==> src/rtl/acd_pkg.sv <==
package acd_pkg;

	// ----------------------------------------------------------------
	// Register map and reset values
	// ----------------------------------------------------------------
	localparam logic [7:0]  ADDR_CH4_EVEN  = 8'h14;
	localparam logic [7:0]  ADDR_PAT_HPF   = 8'h15;
	localparam logic [7:0]  ADDR_CTRL      = 8'h16;
	localparam logic [7:0]  ADDR_INSEL_PAT = 8'h17;
	localparam logic [15:0] REG_RESET      = 16'h0000;
	localparam logic [7:0]  CTRL_RESET     = 8'h00;

	// ----------------------------------------------------------------
	// Datapath sizes and limits
	// ----------------------------------------------------------------
	localparam int SAMP_W    = 14;
	localparam int GAIN_FRAC = 12;
	localparam int HPF_FRAC  = 10;
	localparam int HPF_ACC_W = 26;
	localparam logic [3:0] K_MIN = 4'h2;
	localparam logic [3:0] K_MAX = 4'ha;
	localparam logic signed [31:0] SAMP_MAX = 32'sh00001fff;
	localparam logic signed [31:0] SAMP_MIN = -32'sh00002000;
	localparam logic signed [HPF_ACC_W-1:0] HPF_HALF = 26'sh0000200;
	localparam logic [13:0] GAIN_UNITY = 14'h1000;

	// Gain factors in steps of 0.2 dB, unsigned Q2.12
	localparam logic [13:0] GAIN_LUT [32] = '{
		14'h1000, 14'h105f, 14'h10c1, 14'h1125,
		14'h118b, 14'h11f4, 14'h125f, 14'h12cc,
		14'h133d, 14'h13af, 14'h1425, 14'h149d,
		14'h1518, 14'h1595, 14'h1616, 14'h169a,
		14'h1721, 14'h17aa, 14'h1838, 14'h18c8,
		14'h195c, 14'h19f3, 14'h1a8e, 14'h1b2c,
		14'h1bce, 14'h1c74, 14'h1d1d, 14'h1dcb,
		14'h1e7d, 14'h1f32, 14'h1fed, 14'h20ab
	};

	// ----------------------------------------------------------------
	// Register layouts
	// ----------------------------------------------------------------
	typedef struct packed {
		logic [4:0] gain;
		logic       rsvd;
		logic [9:0] offset;
	} acd_gainofs_s;

	typedef struct packed {
		logic [3:0] prbs_en;    // [3] serves output 1
		logic [2:0] pat1;
		logic [2:0] pat2;
		logic       round_sel;
		logic [3:0] corner_k;
		logic       hpf_en;
	} acd_pathpf_s;

	typedef struct packed {
		logic [3:0] rsvd_hi;
		logic [3:0] pair_sel;   // [3] serves converter 1
		logic [2:0] pat3;
		logic [2:0] pat4;
		logic [1:0] rsvd_lo;
	} acd_inspat_s;

	typedef struct packed {
		logic       common_prbs;
		logic [2:0] common_pat;
		logic       rsvd;
		logic       gain_en;
		logic       offset_en;
		logic       per_out_sel;
	} acd_ctrl_s;

	// ----------------------------------------------------------------
	// Carriers
	// ----------------------------------------------------------------
	typedef struct packed {
		logic [7:0]  addr;
		logic [15:0] wdata;
		logic        wr;
		logic        rd;
	} acd_bus_s;

	typedef struct packed {
		logic              valid;
		logic              even;
		logic signed [13:0] data;
	} acd_samp_s;

	typedef struct packed {
		logic       prbs;
		logic [2:0] code;
	} acd_lane_s;

	typedef struct packed {
		acd_gainofs_s                 r14;
		acd_pathpf_s                  r15;
		acd_ctrl_s                    ctrl;
		acd_inspat_s                  r17;
		logic [15:0]                  rdata;
		acd_samp_s                    mid;
		acd_samp_s                    out;
		logic signed [HPF_ACC_W-1:0]  acc;
		acd_lane_s [3:0]              lanes;
	} acd_state_s;

endpackage

==> src/rtl/acd_top.sv <==
// Chosen here: the plain strobed port.
`timescale 1ns/1ps
// ------------------------------------------------------------------
// Overview of operation
// Gain N x 0.2 dB on converter 4 even samples
// Subtract programmed offset from converter 4 evens
// Offset is signed, LSB equals 14-bit LSB
// Per-output pseudo-random enables, bits 15..12
// Outputs one, two use own pattern codes
// Outputs three, four use own pattern codes
// Filter output truncated or rounded by select
// Corner k from four bits, two to ten
// Filter bypassed when enable clear, applied when set
// Pair select bit picks lower or higher pair
// Shared pattern setting when per-output select off
// ------------------------------------------------------------------
module acd_top (
	// Clock and reset
	input  wire logic              clk_sys,
	input  wire logic              rst_n,
	// Register port
	input  wire acd_pkg::acd_bus_s bus_in,
	output      logic [15:0]       bus_rdata,
	// Converter 4 sample stream
	input  wire acd_pkg::acd_samp_s samp_in,
	output      acd_pkg::acd_samp_s samp_out,
	// Serial output pattern settings
	output      acd_pkg::acd_lane_s [3:0] lane_cfg,
	// Input pair selection, [3] is converter 1
	output      logic [3:0]        conv_input_pair_select
);

	// ----------------------------------------------------------------
	// Helpers
	// ----------------------------------------------------------------

	// Clip a wide value to the sample range
	function automatic logic signed [13:0] acd_sat(
		input logic signed [31:0] v
	);
		logic signed [13:0] r;
		r = v[13:0];
		if (v > acd_pkg::SAMP_MAX) begin
			r = 14'sh1fff;
		end else if (v < acd_pkg::SAMP_MIN) begin
			r = 14'sh2000;
		end
		return r;
	endfunction

	// Hold the corner setting inside its legal span
	function automatic logic [3:0] acd_k(input logic [3:0] k);
		logic [3:0] r;
		r = k;
		if (k < acd_pkg::K_MIN) begin
			r = acd_pkg::K_MIN;
		end else if (k > acd_pkg::K_MAX) begin
			r = acd_pkg::K_MAX;
		end
		return r;
	endfunction

	// ----------------------------------------------------------------
	// State
	// ----------------------------------------------------------------
	acd_pkg::acd_state_s st_q;
	acd_pkg::acd_state_s st_d;

	// Locals of the next-state process
	logic signed [15:0]                      corr;
	logic signed [15:0]                      offs;
	logic [13:0]                             gfac;
	logic signed [31:0]                      prod;
	logic [3:0]                              kc;
	logic signed [acd_pkg::HPF_ACC_W-1:0]    yf;
	logic signed [acd_pkg::HPF_ACC_W-1:0]    yr;
	logic [2:0]                              codes [4];
	logic                                    k_bad;

	// ----------------------------------------------------------------
	// Next state
	// ----------------------------------------------------------------
	always_comb begin
		st_d = st_q;
		st_d.rdata = 16'h0000;
		k_bad = (acd_k(st_q.r15.corner_k) != st_q.r15.corner_k);

		// Register writes
		if (bus_in.wr) begin
			case (bus_in.addr)
				acd_pkg::ADDR_CH4_EVEN: begin
					st_d.r14 = bus_in.wdata;
				end
				acd_pkg::ADDR_PAT_HPF: begin
					st_d.r15 = bus_in.wdata;
				end
				acd_pkg::ADDR_CTRL: begin
					st_d.ctrl = bus_in.wdata[7:0];
				end
				acd_pkg::ADDR_INSEL_PAT: begin
					st_d.r17 = bus_in.wdata;
				end
				default: begin
				end
			endcase
		end

		// Register reads, data stand one cycle later
		if (bus_in.rd) begin
			case (bus_in.addr)
				acd_pkg::ADDR_CH4_EVEN: begin
					st_d.rdata = st_q.r14;
				end
				acd_pkg::ADDR_PAT_HPF: begin
					st_d.rdata = st_q.r15;
				end
				acd_pkg::ADDR_CTRL: begin
					st_d.rdata = {k_bad, 3'h0,
						st_q.lanes[3].prbs, st_q.lanes[2].prbs,
						st_q.lanes[1].prbs, st_q.lanes[0].prbs,
						st_q.ctrl};
				end
				acd_pkg::ADDR_INSEL_PAT: begin
					st_d.rdata = st_q.r17;
				end
				default: begin
					st_d.rdata = 16'h0000;
				end
			endcase
		end

		// Offset correction of even samples, signed 10-bit offset
		corr = {{2{samp_in.data[13]}}, samp_in.data};
		offs = {{6{st_q.r14.offset[9]}}, st_q.r14.offset};
		if (st_q.ctrl.offset_en && samp_in.even) begin
			corr = corr - offs;
		end

		// Gain in 0.2 dB steps on even samples
		gfac = acd_pkg::GAIN_UNITY;
		if (st_q.ctrl.gain_en && samp_in.even) begin
			gfac = acd_pkg::GAIN_LUT[st_q.r14.gain];
		end
		prod = corr * $signed({1'b0, gfac});
		st_d.mid.valid = samp_in.valid;
		st_d.mid.even  = samp_in.even;
		st_d.mid.data  = acd_sat(prod >>> acd_pkg::GAIN_FRAC);

		// High-pass filter: running DC estimate removed from input
		kc = acd_k(st_q.r15.corner_k);
		yf = {{2{st_q.mid.data[13]}}, st_q.mid.data,
			{acd_pkg::HPF_FRAC{1'b0}}} - st_q.acc;
		yr = yf;
		if (st_q.r15.round_sel) begin
			yr = yf + acd_pkg::HPF_HALF;
		end
		st_d.out.valid = st_q.mid.valid;
		st_d.out.even  = st_q.mid.even;
		if (st_q.r15.hpf_en) begin
			st_d.out.data = acd_sat(32'(yr >>> acd_pkg::HPF_FRAC));
			if (st_q.mid.valid) begin
				st_d.acc = st_q.acc + (yf >>> kc);
			end
		end else begin
			st_d.out.data = st_q.mid.data;
			st_d.acc = '0;
		end

		// Serial output pattern routing
		codes[0] = st_q.r15.pat1;
		codes[1] = st_q.r15.pat2;
		codes[2] = st_q.r17.pat3;
		codes[3] = st_q.r17.pat4;
		for (int i = 0; i < 4; i++) begin
			if (st_q.ctrl.per_out_sel) begin
				st_d.lanes[i].prbs = st_q.r15.prbs_en[3 - i];
				st_d.lanes[i].code = codes[i];
			end else begin
				st_d.lanes[i].prbs = st_q.ctrl.common_prbs;
				st_d.lanes[i].code = st_q.ctrl.common_pat;
			end
		end
	end

	// ----------------------------------------------------------------
	// State register
	// ----------------------------------------------------------------
	always_ff @(posedge clk_sys) begin
		if (!rst_n) begin
			st_q      <= '0;
			st_q.r14  <= acd_pkg::REG_RESET;
			st_q.r15  <= acd_pkg::REG_RESET;
			st_q.r17  <= acd_pkg::REG_RESET;
			st_q.ctrl <= acd_pkg::CTRL_RESET;
		end else begin
			st_q <= st_d;
		end
	end

	// ----------------------------------------------------------------
	// Outputs, all from flops
	// ----------------------------------------------------------------
	assign bus_rdata              = st_q.rdata;
	assign samp_out               = st_q.out;
	assign lane_cfg               = st_q.lanes;
	assign conv_input_pair_select = st_q.r17.pair_sel;

endmodule // acd_top

==> config.mk <==
export PLATFORM = sky130hd
export DESIGN_NAME = acd_top
export DESIGN_NICKNAME = d
export VERILOG_FILES = /design/src/rtl/acd_pkg.sv /design/src/rtl/acd_top.sv
export SDC_FILE = /design/constraint.sdc
export NUM_CORES = 1
export LEC_CHECK = 0
export BUFFER_PORTS_ARGS = -buffer_cell sky130_fd_sc_hd__buf_2
export CAP_MARGIN = 5
export CORE_MARGIN = 10
export CORE_UTILIZATION = 65
export CTS_BUF_LIST = sky130_fd_sc_hd__clkbuf_2 sky130_fd_sc_hd__clkbuf_4 sky130_fd_sc_hd__clkbuf_8
export CTS_CLUSTER_SIZE = 14
export DETAILED_ROUTE_END_ITERATION = 16
export HOLD_SLACK_MARGIN = 0.08
export PLACE_DENSITY = 0.84
export SLEW_MARGIN = 20
export SYNTH_ARGS = -nofsm -noshare
export SYNTH_HDL_FRONTEND = slang
export SYNTH_SLANG_ARGS = --single-unit
==> constraint.sdc <==
create_clock -name clk_sys -period 15.2 [get_ports clk_sys]
set_input_delay 1.52 -clock clk_sys [delete_from_list [all_inputs] [get_ports clk_sys]]
set_output_delay 1.52 -clock clk_sys [all_outputs]
set_load 0.1 [all_outputs]
==> results.json <==
{
  "grt_max_degree": 96,
  "fin_cells": 2701,
  "clockBufferDepth": 2,
  "critPathRequiredTime_ps": 15520,
  "power_frac_comb_pct": 25.5,
  "timing.rr.start": "offs[0]",
  "r2r_cells": 35,
  "core_um2": 28900,
  "fmax_ghz": 0.0918,
  "numCtsBuffers": 17,
  "ios": 96,
  "track_usage_pct": 28.3,
  "setup_tns_ps": 0,
  "path_delay_family": "compound AO/OA/AOI/OAI gates",
  "ys_ff_latch": 146,
  "hpwl_um": 40200,
  "fin_ws_ps": 4300,
  "ant_nets": 0,
  "routed_via_density": 6.08,
  "min_period_ps": 10900,
  "peakVddDrop_uv": 67.1,
  "placed_cells": 2668,
  "clkLatencyLatePin_ps": 470,
  "crit_start": "samp_in[0]",
  "final_area_um2": 19800,
  "highest_layer": "met4",
  "seqPwrFrac_pct": 40.6,
  "dp_slack_ps": 3750,
  "antenna_found_initial": 1,
  "power.density_nw_per_um2": 48.4,
  "cpMostUsedCell": "fa_1",
  "syn_avg_cell_area_um2": 8.19,
  "clock_skew_ps": 15.2,
  "synth_seq_area_share_pct": 15.3,
  "netlist_area_um2": 19100,
  "rows": 62,
  "post-route-util_pct": 68.6,
  "gp_congestion": 0.994,
  "initial_core_util_pct": 66.1,
  "clock-sinks": 146,
  "cp-end-kind": "flop",
  "root_buffer": "clkbuf_8",
  "cp.depth": 37,
  "worstMarginPinSlew_ps": 1080,
  "grt_pass1_vias": 16500,
  "grt.overflow.total": 0,
  "max_stage_delay_ps": 720,
  "syn_inst": 2330,
  "p_leak_uw": 0.00923,
  "internal_power_uw": 629,
  "route.detailed.drc": 0,
  "critical_path_class": "input pin to flop",
  "vias": 16400,
  "synthToLayoutAreaGrowth_pct": 3.73,
  "r2r-end": "st_q[69]",
  "synthAdderAreaFrac_pct": 30.7,
  "startpoint_type": "input pin",
  "finalCritPeriodShare_pct": 71.7,
  "drt_iter0_markers": 1577,
  "synth_xor_area_share_pct": 4.63,
  "dpl_cell_area_um2": 19300,
  "swShare_pct": 34.4,
  "cts_tree": "yes",
  "async_reset_ff_share_pct": 0,
  "h-tree-depth": 4,
  "setup.worst_path.end": "st_q[69]",
  "postCtsSetupBuffers": 0,
  "die_x_um": 191,
  "rsz0062_at_grt": "no",
  "firstDrtPassIters": 6,
  "port-buffer-count": 95,
  "pwr-share-clk_pct": 33.9,
  "yosys.area_share.simple_pct": 17.7,
  "synth_ff_type": "dfxtp_1",
  "synth-edff-count": 0,
  "syn_nets": 2723,
  "cap_viol_max_count": 0,
  "ys_warn_count": 0,
  "routed_wl_um": 51200,
  "synthMuxAreaShare_pct": 6.33,
  "die_area_um2": 36600,
  "cts_resized": 0,
  "cp.buffers_inverters": 7,
  "grt_pass1_wl_um": 83800,
  "rrSetupSlack_ps": 5080,
  "nFillCells": 2321,
  "synth_compound_area_share_pct": 15.1,
  "slew_violations": 0,
  "drive_gt1_share_pct": 9.37,
  "cts_hold_buffers": 0,
  "status": "finished clean",
  "final_nets": 2696,
  "die_h_um": 191,
  "avgRoutedWirePerCell_um": 19.0,
  "hold_class": "flop to flop",
  "clk_pin_slew_ps": 90,
  "cp_slowest_cell": "a31oi_1",
  "synthDistinctLibCells": 80,
  "crit_fanout": 13,
  "arrival_ps": 11220,
  "synth_top_family_by_area": "adder cells",
  "drt-met1-wl_um": 20500,
  "met3_length_um": 3830,
  "slew_headroom_pct": 27.6,
  "setup_viol": 0,
  "p_sw_uw": 329,
  "met2_wirelength_um": 24300,
  "finalHoldViolations": 0
}
## state kept, by name, summed over array words and instances, names as in the netlist
signal / cells
st_q: 70
conv_input_pair_select: 4
lane_cfg: 16
offs: 10
samp_out: 16
bus_rdata: 16
st_d: 2
codes: 12
## layer usage
layer	GRT usage, %	up-vias
met4	13.3	0
li1	-	7562
met5	0	-
met2	47.2	759
met1	35.2	7918
met3	4.56	173
## worst register-to-register path: cells and delay by family (launching register included)
family	cells	cell delay, ps
adder cells (fa/ha/maj)	9	3760
AND/OR/NAND/NOR	2	280
AO/OA/AOI/OAI	19	4690
flip-flops	1	490
buffers and inverters	5	760
## worst min path at each step
| stage | startpoint | slack (ps) | cells past startpoint | end |
|---|---|---|---|---|
| after floorplan | st_d[56] | 410 | 1 | samp_out[14] |
| after global placement | st_q[91] | 450 | 2 | st_q[91] |
| after detailed placement | st_q[91] | 460 | 2 | st_q[91] |
| after CTS | st_q[105] | 480 | 2 | st_q[105] |
| after global routing | st_q[105] | 500 | 2 | st_q[105] |
| final | st_d[56] | 470 | 1 | samp_out[14] |
## power groups by stage
| stage | registers (uW) | logic (uW) | clock network, uW |
|---|---|---|---|
| final | 389 | 244 | 325 |
| after global routing | 389 | 266 | 346 |
| after CTS | 389 | 238 | 328 |
| after detailed placement | 398 | 236 | 0 |
| after global placement | 398 | 229 | 0 |
| after floorplan | 397 | 184 | 0 |
## synthesized netlist by cell type, types with 12 or more instances
cell	n	area share, %
mux4_2	13	1.5
a21boi_0	69	2.7
and2_1	18	0.59
xnor2_1	60	2.8
nand2_1	269	5.3
a21o_1	43	1.7
clkbuf_1	77	1.5
nor3_1	25	0.66
a21oi_1	115	3.0
nand3_1	36	0.94
buf_4	56	2.2
inv_1	301	5.9
o21ai_0	96	2.5
a31oi_1	20	0.66
xor2_1	39	1.8
mux2_2	21	1.2
buf_1	13	0.26
nor2b_1	42	1.4
mux2i_1	63	3.3
and3_1	20	0.66
a211oi_1	17	0.67
nand4_1	12	0.39
fa_1	198	21
ha_1	151	9.9
dfxtp_1	146	15
nand2b_1	42	1.4
nor2_1	219	4.3
or3_1	12	0.39
## metrics by stage
| stage | hold slack, ps | power [uW] |
|---|---|---|
| 6_report | 469 | 958 |
| 4_1_cts | 475 | 955 |
| 3_5_place_dp | 462 | 634 |
| 2_1_floorplan | 412 | 580 |
| 3_3_place_gp | 449 | 627 |
| 5_1_grt | 496 | 1000 |
## final cells by class
| type | instances | area, um2 | area share [%] |
|---|---|---|---|
| Antenna cell | 1 | 2.50 | 0.0126 |
| Clock buffer | 18 | 241 | 1.22 |
| Clock inverter | 14 | 171 | 0.866 |
| Inverter | 301 | 1130 | 5.71 |
| Multi-Input combinational cell | 1724 | 14200 | 71.9 |
| Sequential cell | 146 | 2920 | 14.8 |
| Tap cell | 384 | 480 | 2.43 |
| Timing Repair Buffer | 113 | 611 | 3.08 |
## cell families after synthesis
kind of cell | after synthesis
compound gates | 445
mux | 99
fa+ha+maj | 349
buf+inv | 460
simple gates | 731
xor+xnor | 100
flops | 146
## placed cells by master (no fill, tap or decap), types with 21 or more instances in the layout
master and n:
a21boi_0 69, a21o_1 43, a21oi_1 114, buf_2 95, dfxtp_1 146, fa_1 198, ha_1 151, inv_1 301
mux2_2 21, mux2i_1 62, nand2_1 269, nand2b_1 42, nand3_1 36, nor2_1 217, nor2b_1 42, nor3_1 24
o21ai_0 96, xnor2_1 60, xor2_1 39
Note: power is estimated with default switching activity, not from simulation.
